$ cat src/phy_status_consts.vh
/*
 * constants for the transceiver status register bank: word indices,
 * byte addresses, field positions, reset values and bus response codes.
 * assumes inclusion by phy_status_regs.v only.
 */
`ifndef PHY_STATUS_CONSTS_VH
`define PHY_STATUS_CONSTS_VH

`define ADDR_W            8
`define DATA_W            32
`define REG_W             16
// printed register numbers are word indices, byte address is four times
`define IDX_LIVE_STATUS   8'h11
`define IDX_CHANGE_FLAGS  8'h13
`define IDX_FAULT_SOURCES 8'h18
`define IDX_IRQ_STATUS    8'h1A
`define IDX_IRQ_MASK      8'h1B
`define ADDR_LIVE_STATUS  8'h44
`define ADDR_CHANGE_FLAGS 8'h4C
`define ADDR_FAULT_SRC    8'h60
`define ADDR_IRQ_STATUS   8'h68
`define ADDR_IRQ_MASK     8'h6C

// live status fields
`define LS_SPEED          14
`define LS_TX             13
`define LS_RX             12
`define LS_COL            11
`define LS_LINK           10
`define LS_DUPLEX         9
`define LS_AN_MODE        8
`define LS_AN_DONE        7
`define LS_POLARITY       5
`define LS_PAUSE          4
`define LS_ERROR          3

// change flag fields, also the interrupt layout
`define CF_NEG_DONE       7
`define CF_SPEED          6
`define CF_DUPLEX         5
`define CF_LINK           4
`define IRQ_FAULT         3
`define IRQ_W             8
`define IRQ_RESET         8'h00

// fault source fields
`define FS_REMOTE         0
`define FS_JABBER         1
`define FS_PARDET         2
`define FS_W              3

// synchronised input vector
`define SI_W              13
`define SI_REMOTE         10
`define SI_JABBER         11
`define SI_PARDET         12

`define RESP_OKAY         2'h0
`define RESP_SLVERR       2'h2

`endif

$ cat src/phy_status_regs.v
/*
 * live transceiver status, sticky change flags, fault sources and
 * interrupt, all behind an axi4-lite slave.
 * assumes status inputs arrive from other clock domains or pins and are
 * synchronised here; one outstanding read and one write at a time.
 */
// The implementer's own choice: the AXI4-Lite register port.
// Operation
// - speed bit reads 1 while running 100BASE-TX, else 0, resets to 0.
// - transmit bit reads 1 while a packet is being sent.
// - receive bit reads 1 while a packet is being received.
// - collision bit reads 1 while a collision occurs on the medium.
// - link bit reads 1 while link is up, 0 when down.
// - duplex bit reads 1 in full duplex, 0 in half duplex.
// - negotiation mode bit reads 1 in auto-negotiation, 0 in manual mode.
// - completion bit mirrors negotiation complete; only meaningful with negotiation on.
// - polarity bit reads 1 when reversed; meaningless at 100 Mbps.
// - pause bit reads 1 when pause capable, resets to 0.
// - summary error bit set on remote fault, jabber or parallel detect fault.
// - summary error clears only by reading the fault source register.
// - negotiation done flag set on completion, cleared after a read.
// - speed change flag latched on speed change, cleared by reading flags.
// - duplex change flag latched on duplex change, cleared by reading flags.
// - link change flag latched on link change, cleared by reading flags.
`timescale 1ns/1ps
`include "phy_status_consts.vh"

module phy_status_regs (
  input  wire                 aclk,
  input  wire                 aresetn,
  // axi4-lite slave
  input  wire [`ADDR_W-1:0]   s_axi_awaddr,
  input  wire                 s_axi_awvalid,
  output reg                  s_axi_awready,
  input  wire [`DATA_W-1:0]   s_axi_wdata,
  input  wire [3:0]           s_axi_wstrb,
  input  wire                 s_axi_wvalid,
  output reg                  s_axi_wready,
  output reg  [1:0]           s_axi_bresp,
  output reg                  s_axi_bvalid,
  input  wire                 s_axi_bready,
  input  wire [`ADDR_W-1:0]   s_axi_araddr,
  input  wire                 s_axi_arvalid,
  output reg                  s_axi_arready,
  output reg  [`DATA_W-1:0]   s_axi_rdata,
  output reg  [1:0]           s_axi_rresp,
  output reg                  s_axi_rvalid,
  input  wire                 s_axi_rready,
  // live state from the transceiver core
  input  wire                 speed_100,
  input  wire                 tx_active,
  input  wire                 rx_active,
  input  wire                 collision,
  input  wire                 link_up,
  input  wire                 full_duplex,
  input  wire                 autoneg_mode,
  input  wire                 autoneg_complete,
  input  wire                 polarity_reversed,
  input  wire                 pause_capable,
  input  wire                 remote_fault,
  input  wire                 jabber,
  input  wire                 parallel_detect_fault,
  output reg                  irq
);

////////////////////////////////////////////////////////////////////////////
// input synchronisers

wire [`SI_W-1:0] raw_in;
reg  [`SI_W-1:0] sync1_r;
reg  [`SI_W-1:0] sync2_r;

assign raw_in = {parallel_detect_fault, jabber, remote_fault, pause_capable,
                 polarity_reversed, autoneg_complete, autoneg_mode, full_duplex,
                 link_up, collision, rx_active, tx_active, speed_100};

genvar gi;
generate
  for (gi = 0; gi < `SI_W; gi = gi + 1) begin : g_sync
    always @(posedge aclk) begin
      if (!aresetn) begin
        sync1_r[gi] <= 1'b0;
        sync2_r[gi] <= 1'b0;
      end else begin
        sync1_r[gi] <= raw_in[gi];
        sync2_r[gi] <= sync1_r[gi];
      end
    end
  end
endgenerate

wire s_speed    = sync2_r[0];
wire s_tx       = sync2_r[1];
wire s_rx       = sync2_r[2];
wire s_col      = sync2_r[3];
wire s_link     = sync2_r[4];
wire s_duplex   = sync2_r[5];
wire s_an_mode  = sync2_r[6];
wire s_an_done  = sync2_r[7];
wire s_polarity = sync2_r[8];
wire s_pause    = sync2_r[9];
wire [`FS_W-1:0] s_faults = sync2_r[`SI_PARDET:`SI_REMOTE];

////////////////////////////////////////////////////////////////////////////
// change detection

reg              prev_speed_r;
reg              prev_duplex_r;
reg              prev_link_r;
reg              prev_an_done_r;

always @(posedge aclk) begin
  if (!aresetn) begin
    prev_speed_r   <= 1'b0;
    prev_duplex_r  <= 1'b0;
    prev_link_r    <= 1'b0;
    prev_an_done_r <= 1'b0;
  end else begin
    prev_speed_r   <= s_speed;
    prev_duplex_r  <= s_duplex;
    prev_link_r    <= s_link;
    prev_an_done_r <= s_an_done;
  end
end

wire ev_speed    = s_speed ^ prev_speed_r;
wire ev_duplex   = s_duplex ^ prev_duplex_r;
wire ev_link     = s_link ^ prev_link_r;
wire ev_neg_done = s_an_done & ~prev_an_done_r;

////////////////////////////////////////////////////////////////////////////
// write channel

reg                 aw_held_r;
reg  [`ADDR_W-1:0]  awaddr_r;
reg                 w_held_r;
reg  [`DATA_W-1:0]  wdata_r;
reg  [3:0]          wstrb_r;
wire                do_write = aw_held_r & w_held_r & ~s_axi_bvalid;

wire wr_live  = awaddr_r == `ADDR_LIVE_STATUS;
wire wr_chg   = awaddr_r == `ADDR_CHANGE_FLAGS;
wire wr_fault = awaddr_r == `ADDR_FAULT_SRC;
wire wr_istat = awaddr_r == `ADDR_IRQ_STATUS;
wire wr_imask = awaddr_r == `ADDR_IRQ_MASK;
wire wr_known = wr_live | wr_chg | wr_fault | wr_istat | wr_imask;

always @(posedge aclk) begin
  if (!aresetn) begin
    aw_held_r     <= 1'b0;
    awaddr_r      <= {`ADDR_W{1'b0}};
    w_held_r      <= 1'b0;
    wdata_r       <= {`DATA_W{1'b0}};
    wstrb_r       <= 4'h0;
    s_axi_awready <= 1'b0;
    s_axi_wready  <= 1'b0;
    s_axi_bvalid  <= 1'b0;
    s_axi_bresp   <= `RESP_OKAY;
  end else begin
    if (!aw_held_r && !s_axi_bvalid && !s_axi_awready)
      s_axi_awready <= 1'b1;
    if (!w_held_r && !s_axi_bvalid && !s_axi_wready)
      s_axi_wready <= 1'b1;
    if (s_axi_awvalid && s_axi_awready) begin
      aw_held_r     <= 1'b1;
      awaddr_r      <= s_axi_awaddr;
      s_axi_awready <= 1'b0;
    end
    if (s_axi_wvalid && s_axi_wready) begin
      w_held_r     <= 1'b1;
      wdata_r      <= s_axi_wdata;
      wstrb_r      <= s_axi_wstrb;
      s_axi_wready <= 1'b0;
    end
    if (do_write) begin
      aw_held_r    <= 1'b0;
      w_held_r     <= 1'b0;
      s_axi_bvalid <= 1'b1;
      // read-only status registers take the write silently, unmapped ones refuse it
      s_axi_bresp  <= wr_known ? `RESP_OKAY : `RESP_SLVERR;
    end
    if (s_axi_bvalid && s_axi_bready)
      s_axi_bvalid <= 1'b0;
  end
end

////////////////////////////////////////////////////////////////////////////
// read channel decode and side effects

wire rd_take  = s_axi_arvalid & s_axi_arready;
wire rd_live  = s_axi_araddr == `ADDR_LIVE_STATUS;
wire rd_chg   = s_axi_araddr == `ADDR_CHANGE_FLAGS;
wire rd_fault = s_axi_araddr == `ADDR_FAULT_SRC;
wire rd_istat = s_axi_araddr == `ADDR_IRQ_STATUS;
wire rd_imask = s_axi_araddr == `ADDR_IRQ_MASK;
wire rd_known = rd_live | rd_chg | rd_fault | rd_istat | rd_imask;

wire chg_read   = rd_take & rd_chg;
wire fault_read = rd_take & rd_fault;

////////////////////////////////////////////////////////////////////////////
// sticky change flags and fault sources

reg  [3:0]        chg_r;
reg  [`FS_W-1:0]  fault_r;
wire [3:0]        chg_ev = {ev_neg_done, ev_speed, ev_duplex, ev_link};
wire [`FS_W-1:0]  fault_ev = s_faults & ~fault_r;

always @(posedge aclk) begin
  if (!aresetn) begin
    chg_r   <= 4'h0;
    fault_r <= {`FS_W{1'b0}};
  end else begin
    // a new event beats the clear so a read never hides it
    chg_r   <= (chg_read ? 4'h0 : chg_r) | chg_ev;
    // only the source register read clears, and a held fault re-latches
    fault_r <= (fault_read ? {`FS_W{1'b0}} : fault_r) | s_faults;
  end
end

wire error_summary = |fault_r;

////////////////////////////////////////////////////////////////////////////
// interrupt status, mask and output

reg  [`IRQ_W-1:0] irq_stat_r;
reg  [`IRQ_W-1:0] irq_mask_r;
wire [`IRQ_W-1:0] irq_ev;
wire [`IRQ_W-1:0] irq_clr;

assign irq_ev = {chg_ev, |fault_ev, 3'h0};
assign irq_clr = (do_write && wr_istat && wstrb_r[0]) ? wdata_r[`IRQ_W-1:0] : {`IRQ_W{1'b0}};

always @(posedge aclk) begin
  if (!aresetn) begin
    irq_stat_r <= `IRQ_RESET;
    irq_mask_r <= `IRQ_RESET;
    irq        <= 1'b0;
  end else begin
    irq_stat_r <= (irq_stat_r & ~irq_clr) | irq_ev;
    if (do_write && wr_imask && wstrb_r[0])
      irq_mask_r <= wdata_r[`IRQ_W-1:0];
    irq <= |(irq_stat_r & irq_mask_r);
  end
end

////////////////////////////////////////////////////////////////////////////
// read data

reg [`REG_W-1:0] live_word;
reg [`REG_W-1:0] chg_word;
reg [`DATA_W-1:0] rd_mux;

always @* begin
  // unlisted bits stay zero
  live_word = {`REG_W{1'b0}};
  live_word[`LS_SPEED]    = s_speed;
  live_word[`LS_TX]       = s_tx;
  live_word[`LS_RX]       = s_rx;
  live_word[`LS_COL]      = s_col;
  live_word[`LS_LINK]     = s_link;
  live_word[`LS_DUPLEX]   = s_duplex;
  live_word[`LS_AN_MODE]  = s_an_mode;
  live_word[`LS_AN_DONE]  = s_an_done;
  live_word[`LS_POLARITY] = s_polarity;
  live_word[`LS_PAUSE]    = s_pause;
  live_word[`LS_ERROR]    = error_summary;
  chg_word = {`REG_W{1'b0}};
  chg_word[`CF_NEG_DONE:`CF_LINK] = chg_r;
  rd_mux = {`DATA_W{1'b0}};
  case (1'b1)
    rd_live:  rd_mux[`REG_W-1:0] = live_word;
    rd_chg:   rd_mux[`REG_W-1:0] = chg_word;
    rd_fault: rd_mux[`FS_W-1:0]  = fault_r;
    rd_istat: rd_mux[`IRQ_W-1:0] = irq_stat_r;
    rd_imask: rd_mux[`IRQ_W-1:0] = irq_mask_r;
    default:  rd_mux = {`DATA_W{1'b0}};
  endcase
end

always @(posedge aclk) begin
  if (!aresetn) begin
    s_axi_arready <= 1'b0;
    s_axi_rvalid  <= 1'b0;
    s_axi_rdata   <= {`DATA_W{1'b0}};
    s_axi_rresp   <= `RESP_OKAY;
  end else begin
    if (!s_axi_rvalid && !s_axi_arready)
      s_axi_arready <= 1'b1;
    if (rd_take) begin
      s_axi_arready <= 1'b0;
      s_axi_rvalid  <= 1'b1;
      s_axi_rdata   <= rd_mux;
      s_axi_rresp   <= rd_known ? `RESP_OKAY : `RESP_SLVERR;
    end
    if (s_axi_rvalid && s_axi_rready)
      s_axi_rvalid <= 1'b0;
  end
end

endmodule

$ cat config.mk
export PLATFORM = sky130hd
export DESIGN_NAME = phy_status_regs
export DESIGN_NICKNAME = d
export VERILOG_FILES = /design/src/phy_status_regs.v
export VERILOG_INCLUDE_DIRS = /design/src
export SDC_FILE = /design/constraint.sdc
export NUM_CORES = 1
export LEC_CHECK = 0
export ABC_AREA = 1
export BUFFER_PORTS_ARGS = -buffer_cell sky130_fd_sc_hd__buf_2
export CAP_MARGIN = 20
export CORE_ASPECT_RATIO = 0.75
export CORE_UTILIZATION = 44
export DETAILED_ROUTE_END_ITERATION = 8
export PLACE_DENSITY = 0.69
export SLEW_MARGIN = 20
export SYNTH_ARGS = -nofsm -noshare
export SYNTH_HDL_FRONTEND = slang
export SYNTH_SLANG_ARGS = --single-unit
$ cat constraint.sdc
create_clock -name aclk -period 1.65 [get_ports aclk]
set_input_delay 0.33 -clock aclk [delete_from_list [all_inputs] [get_ports aclk]]
set_output_delay 0.33 -clock aclk [all_outputs]
set_load 0.03 [all_outputs]
==> results.env, run 1 <==
CTS_TREE='done'
WORST_SETUP_HOLD_PATH_CLK_SLEW_NS=0.06
PLACE.PORT_BUFFERS=67
TIMING.HOLD.WS_NS=0.173
GRT_SETUP_UNREPAIRED='false'
TOP_SIGNAL_LAYER_USED='met4'
DETAIL_ROUTE.WIRELENGTH_UM=7740
WL_PER_CELL_UM=11.2
IO_PINS=114
FINALWEIGHTEDCONGESTION=0.786
DP_HPWL_UM=5650
SYNTH_ENABLE_FLOP_CELLS=0
LARGEST_NET_DEGREE_AT_THE_START_OF_GLOBAL_ROUTING=27
MOST-COMMON-LAYOUT-CELLS='sky130_fd_sc_hd__nand2_1 (128), sky130_fd_sc_hd__dfxtp_1 (95), sky130_fd_sc_hd__buf_2 (67)'
GRT_UTIL_ALL_LAYERS=0.180
NUMCTSBUFFERS=9
ANTENNA_VIOLATING_NETS_REMAINING=0
DESIGN.FINAL.NETS=647
POSTCTSRESIZEDCELLS=0
WORST_SLEW_MARGIN_REL=0.642
DRIVE_GT1_FRAC=0.188
INSERTEDDIODECOUNT=0
MOST_FREQUENTLY_USED_FLOP_MASTER_AFTER_SYNTHESIS='sky130_fd_sc_hd__dfxtp_1'
CTSROOTBUFFERMASTER='sky130_fd_sc_hd__clkbuf_16'
TIMING.FINAL.CRIT_SHARE=0.883
DRT_ITER0_DRC=155
DRC=0
CELLPOWERDENSITY_nW_PER_UM2=1160
MAXIMUM_VDD_DROP_mV=0.796
COUNT_OF_PINS_OVER_THEIR_SLEW_LIMIT=0
MAX_SLEW.WORST_PIN.SLEW_NS=0.536
MAX_CAP_VIOLATIONS=0
CRITICAL_PATH.MAX_FANOUT=6
DIE_AREA_UM2=9120
HOLD_FAILS_FINAL_RPT=0
CLKSINKCOUNT=95
POST_CTS.REPAIR.SETUP_BUFFERS=0
MIN-DELAY-START='parallel_detect_fault'
ROUTED-VIA-COUNT=3191
CP_SLOWEST_STAGE_DELAY_NS=0.36
FINAL_COMMON_CELL='sky130_fd_sc_hd__nand2_1'
STATUS='complete, no violations'
CLOCK.FMAX_GHz=0.686
SYNTHDISTINCTLIBCELLS=31
FP.DIEW_UM=110
SYNTH_WARNINGS=0
POWER.STATIC_LEAKAGE_nW=2.33
SYNTHARSTFLOPSHARE=0
WIRE_LENGTH_OF_THE_FIRST_GLOBAL_ROUTING_PASS_UM=12900
INITIAL_ANTENNA_VIOLATION_COUNT=0
CRITICAL_PATH.MOST_COMMON_CELL='sky130_fd_sc_hd__nor2_1'
INSERTION_DELAY_NS=0.33
STARTING_DENSITY_OF_THE_CORE=0.455
POST_SYNTH_INST_COUNT=508
CTS_MAX_PATH_BUFFERS=2
REQUIRED_NS=1.87
SYNTH.YOSYS.SEQ_AREA_SHARE=0.494
R2R_SETUP_SLACK_NS=0.19
AREA_DELTA_SYNTH_FINAL_PCT=18.4
GLOBALROUTEOVERFLOWTOTAL=0
FIN_AREA_UM2=4550
TIMING.CRITICAL_PATH.SLOWEST_STAGE_CELL='sky130_fd_sc_hd__dfxtp_1'
H_TREE_LEVEL_COUNT=3
SETUP.WORST_PATH.CLASS='flop to flop'
SYN-MEAN-INSTANCE-AREA_UM2=7.57
YOSYS_REG_BITS=95
WORST_HOLD_CLASS='input port to flop'
MAPPEDNETLISTAREA_UM2=3850
DIE_H_UM=83.0
CRIT_PATH_CELL_TRACE='inv_1 -> nor2_1 -> nand2_1 -> nor2_1 -> nand2_1 -> o21ai_0 -> nor2_1'
CRITICAL_PATH.REG2REG.ENDPOINT='irq_stat_r[0]$_SDFF_PN0_'
SETUP_VIOLATIONS=0
POST_CTS_HOLD_BUFFER_COUNT=0
DETAIL_ROUTE.WIRELENGTH.MET1_UM=3690
PLACED_AREA_UM2=4200
SETUP.WORST_PATH.START_CLASS='flop'
VIAS_PER_CELL=4.64
DETAILEDROUTE.FIRSTPASSITERATIONCOUNT=4
HOLDPATHSTAGES=3
FF2FF_PATH_DEPTH=7
STD_CELL_ROWS=29
WORST_EP_ARRIVAL_TIME_NS=1.68
SETUP.WORST_PATH.END_CLASS='flop'
ROUTE.MET3.WL_UM=525
HOLD_PATH_END='sync1_r[12]$_SDFF_PN0_'
NUMBER_OF_GLOBAL_ROUTE_VIAS_BEFORE_REPAIR=2892
RR_STARTPOINT='awaddr_r[3]$_SDFFE_PN0P_'
CLOCK-SKEW-FINAL_NS=0.00642
STANDARD_CELL_CORE_AREA_UM2=8450
FINALWORSTPATHREQUIREDPERIOD_NS=1.46
WL_MET2_UM=3450
FINALSETUPTNS_NS=0
-- flip-flops by register name, indices dropped and copies added, names as in the netlist, 3 cells and up --
register	cells
awaddr_r	8
chg_r	4
wdata_r	8
s_faults	3
s_axi_rdata	15
irq_stat_r	8
sync1_r	13
irq_mask_r	8
fault_r	3
-- final cells by class --
class                   count  area [µm²]
fillers                   817        3900
flip-flops and latches     95        1900
multi-input cells         326        1510
repair buffers             75         395
inverters                  68         255
clock buffers              10         239
well taps                 108         135
clock inverters             6         116
-- cell families after synthesis --
logic type      Yosys count  share of synthesized area
compound gates           71                     0.0982
xor+xnor                  3                    0.00683
buf+inv                 105                      0.130
flops                    95                      0.494
other cells               1                   0.000975
simple gates            233                      0.269
-- critical path: cells and delay by family, from the launching register on --
| kind | cells | cell delay (ns) |
|---|---|---|
| compound gates | 1 | 0.19 |
| buf+inv | 1 | 0.08 |
| flops | 1 | 0.36 |
| simple gates | 5 | 0.71 |
-- where the power goes --
part | switching, mW | internal [mW] | total, mW
clock | 0.839 | 1.53 | 2.37
combinational | 0.296 | 0.139 | 0.435
sequential | 0.0596 | 2.40 | 2.46
-- synthesized netlist by cell type (2+ instances only) --
master	number	area [µm²]
sky130_fd_sc_hd__nand2_1	128	480
sky130_fd_sc_hd__dfxtp_1	95	1900
sky130_fd_sc_hd__inv_1	66	248
sky130_fd_sc_hd__nor2_1	47	176
sky130_fd_sc_hd__nand3_1	34	170
sky130_fd_sc_hd__a21oi_1	32	160
sky130_fd_sc_hd__o21ai_0	29	145
sky130_fd_sc_hd__buf_4	20	150
sky130_fd_sc_hd__clkbuf_1	8	30.0
sky130_fd_sc_hd__nor2_2	6	37.5
sky130_fd_sc_hd__buf_2	5	25.0
sky130_fd_sc_hd__nand2_2	3	18.8
sky130_fd_sc_hd__nand3b_1	3	22.5
sky130_fd_sc_hd__nand4_1	3	18.8
sky130_fd_sc_hd__nor2_4	3	33.8
sky130_fd_sc_hd__o31ai_1	3	22.5
sky130_fd_sc_hd__xnor2_1	3	26.3
sky130_fd_sc_hd__a22o_1	2	17.5
sky130_fd_sc_hd__buf_6	2	22.5
sky130_fd_sc_hd__inv_2	2	7.51
sky130_fd_sc_hd__nor2_8	2	40.0
sky130_fd_sc_hd__nor3_1	2	10.0
sky130_fd_sc_hd__o21ai_1	2	10.0
-- metrics by stage --
stage / total power [mW] / std cells / utilization / setup slack [ns]
after detailed placement: 2.94 / 672 / 0.497 / 0.128
final: 5.26 / 688 / 0.539 / 0.193
after global placement: 2.93 / 672 / 0.497 / 0.171
after floorplan: 2.84 / 526 / - / 0.269
after CTS: 5.32 / 688 / 0.539 / 0.228
after global routing: 5.48 / 688 / 0.539 / 0.0616
-- worst max-delay path by stage --
stage / from / end / slack [ns] / depth (start not counted)
after floorplan: s_axi_bvalid$_SDFFE_PP0N_ / irq_mask_r[0]$_SDFFE_PN0P_ / 0.27 / 8
after global placement: s_axi_araddr[0] / s_axi_rdata[3]$_SDFFE_PN0N_ / 0.17 / 8
after detailed placement: s_axi_araddr[0] / s_axi_rdata[3]$_SDFFE_PN0N_ / 0.13 / 8
after CTS: awaddr_r[3]$_SDFFE_PN0P_ / irq_stat_r[2]$_SDFF_PN0_ / 0.23 / 7
after global routing: awaddr_r[3]$_SDFFE_PN0P_ / irq_stat_r[2]$_SDFF_PN0_ / 0.06 / 7
final: awaddr_r[3]$_SDFFE_PN0P_ / irq_stat_r[0]$_SDFF_PN0_ / 0.19 / 7
-- routing by layer --
layer | up-vias | GRT usage
met3 | 7 | 0.0565
li1 | 1672 | -
met4 | 0 | 0.0448
met1 | 1416 | 0.239
met2 | 96 | 0.281
met5 | - | 0
Power figures use the tool's default switching activity.
==> inputs of run 2 (changes only) <==
- CORE_UTILIZATION: 44 -> 51
- PLACE_DENSITY: 0.69 -> 0.78
==> run 2 against run 1 <==
Design area fell by 3.5%. First-iteration DRC count fell by 5.2%. Non-clock buffer count fell by 2. Sequential cell count did not move. Die area fell by 13%. Fmax rose by 5.5%. Register-to-register slack improved by 0.08 ns. Sequential power barely moved. Clock power fell by 32%. Clock skew rose by 0.0043 ns. Wire length fell by 0.78%. Largest cell class unchanged. Highest routed layer unchanged.
==> results.env, run 2 (same netlist as run 1, synthesis figures left out) <==
DIE_H_UM=77.2  # -6.9%
TIMING.FINAL.CRIT_SHARE=0.837  # -0.0464
LARGEST_REGISTER='s_axi_rdata'
INITIAL_ANTENNA_VIOLATION_COUNT=0  # unchanged
FINALWEIGHTEDCONGESTION=0.819  # +4.2%
FINAL_COMMON_CELL='sky130_fd_sc_hd__nand2_1'
WORST_SETUP_HOLD_PATH_CLK_SLEW_NS=0.09  # +0.03 ns
MAXIMUM_VDD_DROP_mV=0.553  # -30%
DP_HPWL_UM=5600  # -0.86%
SETUP.WORST_PATH.CLASS='flop to flop'
POST_CTS_HOLD_BUFFER_COUNT=0  # unchanged
VIAS_PER_CELL=4.72  # +1.7%
MAX_SLEW.WORST_PIN.SLEW_NS=0.546  # +0.00956 ns
FINALSETUPTNS_NS=0  # unchanged
NUM-FILL-CELLS=695  # -15%
POWER.SWITCHING_FRACTION=0.252  # +0.0251
CP-STARTPOINT='awaddr_r[3]$_SDFFE_PN0P_'
WORST_SLEW_MARGIN_REL=0.635  # -0.00639
MOST-COMMON-LAYOUT-CELLS='sky130_fd_sc_hd__nand2_1 (128), sky130_fd_sc_hd__dfxtp_1 (95), sky130_fd_sc_hd__buf_2 (67)'
NUMBER_OF_GLOBAL_ROUTE_VIAS_BEFORE_REPAIR=2904  # +0.41%
SETUP.WORST_PATH.START_CLASS='flop'
WORST_HOLD_CLASS='input port to flop'
CTS_TREE='done'
DESIGN.FINAL.NETS=645  # -0.31%
HOLD_FAILS_FINAL_RPT=0  # unchanged
REQUIRED_NS=1.91  # +0.04 ns
CRITICAL_PATH.MAX_FANOUT=6  # unchanged
CLKSINKCOUNT=95  # unchanged
FIN_AREA_UM2=4390  # -3.5%
LARGEST_NET_DEGREE_AT_THE_START_OF_GLOBAL_ROUTING=32  # +19%
H_TREE_LEVEL_COUNT=3  # unchanged
DETAILEDROUTE.FIRSTPASSITERATIONCOUNT=6  # +2
STD_CELL_ROWS=27  # -6.9%
POSTCTSRESIZEDCELLS=0  # unchanged
CLOCK-SKEW-FINAL_NS=0.0107  # +0.00431 ns
HOLDPATHSTAGES=3  # unchanged
REG.LARGEST.LIST='s_axi_rdata (15), sync1_r (13)'
SHARE_SEQ_OF_TOTAL_POWER=0.547  # +0.080
DRT_ITER0_DRC=147  # -5.2%
LARGEST_REGISTER_FFS=15  # unchanged
SETUP_VIOLATIONS=0  # unchanged
CLOCK.FMAX_GHz=0.724  # +5.5%
NUMCTSBUFFERS=9  # unchanged
WORST_EP_ARRIVAL_TIME_NS=1.64  # -0.04 ns
DESIGN_INTERNAL_POWER_mW=3.36  # -17%
ROUTED-VIA-COUNT=3202  # +0.34%
WIRE_LENGTH_OF_THE_FIRST_GLOBAL_ROUTING_PASS_UM=12600  # -2.4%
POWER.COMBINATIONAL.FRACTION=0.096  # +0.013
P_SWITCHING_mW=1.13  # -5.2%
POST_CTS.REPAIR.SETUP_BUFFERS=0  # unchanged
CLOCK_POWER_SHARE=0.357  # -0.093
GRT_SETUP_UNREPAIRED='false'
AREA_DELTA_SYNTH_FINAL_PCT=14.2
WL_PER_CELL_UM=11.3  # +0.54%
DRIVE_GT1_FRAC=0.187  # -0.00108
CTSROOTBUFFERMASTER='sky130_fd_sc_hd__clkbuf_8'
STATUS='complete, no violations'
GRT_UTIL_ALL_LAYERS=0.208  # +0.0279
FINALWORSTPATHREQUIREDPERIOD_NS=1.38  # -0.0766 ns
INSERTION_DELAY_NS=0.37  # +0.04 ns
INSERTEDDIODECOUNT=0  # unchanged
RR_STARTPOINT='awaddr_r[3]$_SDFFE_PN0P_'
FF2FF_PATH_DEPTH=7  # unchanged
ANTENNA_VIOLATING_NETS_REMAINING=0  # unchanged
CELLPOWERDENSITY_nW_PER_UM2=1020  # -12%
DIE_AREA_UM2=7900  # -13%
MIN-DELAY-START='remote_fault'
CTS_MAX_PATH_BUFFERS=2  # unchanged
GLOBALROUTEOVERFLOWTOTAL=0  # unchanged
SETUP.WORST_PATH.END_CLASS='flop'
COUNT_OF_PINS_OVER_THEIR_SLEW_LIMIT=0  # unchanged
MAX_CAP_VIOLATIONS=0  # unchanged
PLACED_AREA_UM2=4170  # -0.57%
FP.DIEW_UM=102  # -7.0%
POWER.STATIC_LEAKAGE_nW=2.25  # -3.2%
DRC=0  # unchanged
DETAIL_ROUTE.WIRELENGTH_UM=7680  # -0.78%
PLACE.PORT_BUFFERS=67  # unchanged
STANDARD_CELL_CORE_AREA_UM2=7330  # -13%
STARTING_DENSITY_OF_THE_CORE=0.525  # +0.0697
IO_PINS=114  # unchanged
[run 2: changes by cell type in the layout (fill, tap and decap cells not counted), sizes merged]
cell and change:
clkinvlp +1, clkinv -1, bufinv -2, buf -2, clkbuf +2
[run 2: power groups by stage]
| stage | clock network, mW | registers (mW) | logic (mW) |
|---|---|---|---|
| 3_3_place_gp | 0 | 2.50 | 0.418 |
| 5_1_grt | 1.73 | 2.47 | 0.484 |
| 4_1_cts | 1.64 | 2.45 | 0.432 |
| 2_1_floorplan | 0 | 2.52 | 0.319 |
| 3_5_place_dp | 0 | 2.51 | 0.430 |
| 6_report | 1.60 | 2.45 | 0.432 |
[run 2: final cells by class]
type / instances / area (µm²) / area share
tap: 101 / 126 / 0.0288
clock buffer: 12 / 165 / 0.0376
clock inverter: 4 / 51.3 / 0.0117
sequential: 95 / 1900 / 0.433
timing repair buffer: 73 / 380 / 0.0866
inverter: 68 / 255 / 0.0581
multi-input combinational: 326 / 1510 / 0.344
[run 2: worst max-delay path, cell delays in order, from the launching register on]
cell,delay [ns]
sky130_fd_sc_hd__dfxtp_1,0.36
sky130_fd_sc_hd__inv_1,0.08
sky130_fd_sc_hd__nor2_1,0.10
sky130_fd_sc_hd__nand2_1,0.07
sky130_fd_sc_hd__nor2_2,0.26
sky130_fd_sc_hd__nand2_1,0.15
sky130_fd_sc_hd__o21ai_0,0.20
sky130_fd_sc_hd__nor2_1,0.05
[run 2: worst paths after layout]
kind                                            endpoint  slack, ns
worst max-delay path            irq_stat_r[1]$_SDFF_PN0_       0.27
worst min-delay path              sync1_r[10]$_SDFF_PN0_       0.13
worst max register to register  irq_stat_r[1]$_SDFF_PN0_       0.27
worst min register to register      s_an_done$_SDFF_PN0_       0.41
[run 2: metrics by stage]
step	setup WS [ns]	hold slack (ns)	std cells	util	power (mW)
after floorplan	0.269	0.390	526	-	2.84
after global placement	0.213	0.396	663	0.569	2.92
after detailed placement	0.150	0.397	663	0.569	2.94
after CTS	0.135	0.124	679	0.599	4.52
after global routing	0.139	0.128	679	0.599	4.69
final	0.269	0.135	679	0.599	4.49
[run 2: layer usage]
metal	share of wire	routed length (µm)	GRT usage	up-vias
met1	0.46	3530	0.253	1442
met2	0.47	3600	0.349	81
met5	0	0	0	-
met3	0.056	433	0.0638	10
met4	0.015	119	0.0614	0
li1	-	-	-	1669
==> inputs of run 3 (changes only) <==
- CORE_UTILIZATION: 51 -> 46
- PLACE_DENSITY: 0.78 -> 0.74
- clock period: 1.65 -> 1.2 ns (I/O delays scaled with it)
==> run 3 against run 2 <==
Worst hold slack got worse by 0.065 ns. Via count increased by 1.9%. Clock power increased by 46%. Sequential power increased by 38%. Largest cell class unchanged. Die area increased by 11%. Final cell count increased by 3.5%. Register-to-register slack got worse by 0.27 ns. Clock skew decreased by 0.0017 ns. Fmax increased by 15%. Non-clock buffer count increased by 20. Highest routed layer unchanged. Sequential share of layout area decreased by 2.3 points.
==> results.env, run 3 (same netlist as run 1, synthesis figures left out) <==
TIMING.CRITICAL_PATH.SLOWEST_STAGE_CELL='sky130_fd_sc_hd__dfxtp_2'
CLKSINKCOUNT=95  # unchanged
HOLD_FAILS_FINAL_RPT=0  # unchanged
CP_SLOWEST_STAGE_DELAY_NS=0.34  # -0.02 ns
DP_HPWL_UM=5710  # +1.8%
MAX_CAP_VIOLATIONS=0  # unchanged
SETUP.WORST_PATH.CLASS='flop to flop'
GRT_UTIL_ALL_LAYERS=0.188  # -0.0200
WORST_EP_ARRIVAL_TIME_NS=1.46  # -0.18 ns
FINAL_COMMON_CELL='sky130_fd_sc_hd__nand2_1'
CTS_TREE='done'
GLOBALROUTEOVERFLOWTOTAL=0  # unchanged
TIMING.HOLD.WS_NS=0.0694  # -0.0655 ns
IO_PINS=114  # unchanged
DIE_H_UM=81.2  # +5.2%
FP.DIEW_UM=108  # +5.2%
STD_CELL_ROWS=28  # +3.7%
REG.LARGEST.LIST='s_axi_rdata (15), sync1_r (13)'
WORST_HOLD_CLASS='input port to flop'
LARGEST_REGISTER_FFS=15  # unchanged
LARGEST_NET_DEGREE_AT_THE_START_OF_GLOBAL_ROUTING=31  # -3.1%
CRITICAL_PATH_BUF_INV_COUNT=0  # -1
CRIT_PATH_CELL_TRACE='nor2_4 -> nand3_2 -> nor2_4 -> and2_4 -> nand2_1 -> nand2_1 -> nor2_1'
POST_CTS_HOLD_BUFFER_COUNT=0  # unchanged
DESIGN.FINAL.NETS=666  # +3.3%
POWER.STATIC_LEAKAGE_nW=2.40  # +6.6%
FINALWORSTPATHREQUIREDPERIOD_NS=1.20  # -0.183 ns
HOLDPATHSTAGES=2  # -1
SETUP_SLACK_NS=0.00192  # -0.267 ns
INITIAL_ANTENNA_VIOLATION_COUNT=0  # unchanged
CLOCK.FMAX_GHz=0.835  # +15%
MOST-COMMON-LAYOUT-CELLS='sky130_fd_sc_hd__nand2_1 (124), sky130_fd_sc_hd__dfxtp_1 (84), sky130_fd_sc_hd__inv_1 (62)'
NUMCTSBUFFERS=9  # unchanged
CRITICAL_PATH.REG2REG.ENDPOINT='irq_mask_r[2]$_SDFFE_PN0P_'
WORST_SETUP_HOLD_PATH_CLK_SLEW_NS=0.09  # about the same
DETAILEDROUTE.FIRSTPASSITERATIONCOUNT=5  # -1
CELLPOWERDENSITY_nW_PER_UM2=1370  # +34%
FINALSETUPTNS_NS=0  # unchanged
WIRE_LENGTH_OF_THE_FIRST_GLOBAL_ROUTING_PASS_UM=12800  # +1.4%
FF2FF_PATH_DEPTH=7  # unchanged
H_TREE_LEVEL_COUNT=3  # unchanged
CRITICAL-PATH-TOP-DELAY-FAMILY='simple AND/OR/NAND/NOR gates'
R2R_SETUP_SLACK_NS=0.002  # -0.27 ns
GRT_SETUP_UNREPAIRED='true'
SETUP_VIOLATIONS=0  # unchanged
COUNT_OF_PINS_OVER_THEIR_SLEW_LIMIT=0  # unchanged
CLOCK-SKEW-FINAL_NS=0.00900  # -0.00173 ns
FIN_UTIL=0.585  # -0.0139
DETAIL_ROUTE.WIRELENGTH_UM=7880  # +2.6%
STARTING_DENSITY_OF_THE_CORE=0.482  # -0.0431
MIN-DELAY-START='s_axi_rready'
LARGEST_REGISTER='s_axi_rdata'
NUMBER_OF_GLOBAL_ROUTE_VIAS_BEFORE_REPAIR=2947  # +1.5%
FIN_AREA_UM2=4680  # +6.4%
SETUP.WORST_PATH.START_CLASS='flop'
AREA_DELTA_SYNTH_FINAL_PCT=21.6
DIE_AREA_UM2=8730  # +11%
RR_STARTPOINT='awaddr_r[0]$_SDFFE_PN0P_'
REQUIRED_NS=1.46  # -0.45 ns
PRE_CTS_WS_NS=-0.100  # -0.251 ns
DRIVE_GT1_FRAC=0.251  # +0.0640
STANDARD_CELL_CORE_AREA_UM2=7990  # +9.0%
INSERTION_DELAY_NS=0.35  # -0.02 ns
HOLD_PATH_END='s_axi_rvalid$_SDFFE_PP0N_'
ROUTED-VIA-COUNT=3264  # +1.9%
DP.CELLS=680  # +2.6%
TIMING.FINAL.CRIT_SHARE=0.998  # +0.162
PLACE.PORT_BUFFERS=67  # unchanged
TOTAL_POWER_mW=6.40  # +43%
SETUP.WORST_PATH.END_CLASS='flop'
CRITICAL_PATH.MAX_FANOUT=8  # +2
FINALWEIGHTEDCONGESTION=0.829  # +1.2%
POST_LAYOUT_INSTANCE_COUNT_EXCLUDING_FILLER_CELLS=703  # +3.5%
DRT_ITER0_DRC=152  # +3.4%
STATUS='complete, no violations'
ANTENNA_VIOLATING_NETS_REMAINING=0  # unchanged
PLACED_AREA_UM2=4300  # +2.9%
VIAS_PER_CELL=4.64  # -1.5%
CTSROOTBUFFERMASTER='sky130_fd_sc_hd__clkbuf_8'
DRC=0  # unchanged
INSERTEDDIODECOUNT=0  # unchanged
CTS_MAX_PATH_BUFFERS=2  # unchanged
WL_PER_CELL_UM=11.2  # -0.89%
MAXIMUM_VDD_DROP_mV=0.652  # +18%
## run 3: layer usage
layer / share of wire / global-route usage
met1: 0.46 / 0.226
met2: 0.48 / 0.336
met3: 0.051 / 0.0465
met4: 0.010 / 0.0493
met5: 0 / 0
## run 3: what timing repair did
item / CTS / global route
cloned: 1 / 0
resized for setup: 13 / 25
setup buffers: 4 / 3
endpoints found under the setup margin: 13 / 50
pin swaps: 5 / 9
## run 3: worst max-delay path by stage
stage               depth (start not counted)                      start                           to
global placement                            9            s_axi_araddr[0]  s_axi_rdata[4]$_SDFFE_PN0N_
finish                                      7   awaddr_r[0]$_SDFFE_PN0P_   irq_mask_r[2]$_SDFFE_PN0P_
detailed placement                          8            s_axi_araddr[0]  s_axi_rdata[3]$_SDFFE_PN0N_
CTS                                         7   awaddr_r[1]$_SDFFE_PN0P_   irq_mask_r[2]$_SDFFE_PN0P_
floorplan                                   9  s_axi_bvalid$_SDFFE_PP0N_   irq_mask_r[6]$_SDFFE_PN0P_
global route                                8   awaddr_r[5]$_SDFFE_PN0P_   irq_mask_r[2]$_SDFFE_PN0P_
## run 3: area by class of cell
type / instances / area (µm²)
fill: 762 / 3310
sequential: 95 / 1920
multi-input combinational: 327 / 1560
timing repair buffer: 93 / 573
inverter: 68 / 260
clock buffer: 12 / 165
tap: 105 / 131
clock inverter: 3 / 65.1
## run 3: report_power, final
group / internal, mW / switching (mW)
logic: 0.252 / 0.426
clock network: 1.33 / 1.01
registers: 3.30 / 0.0860
total: 4.88 / 1.52
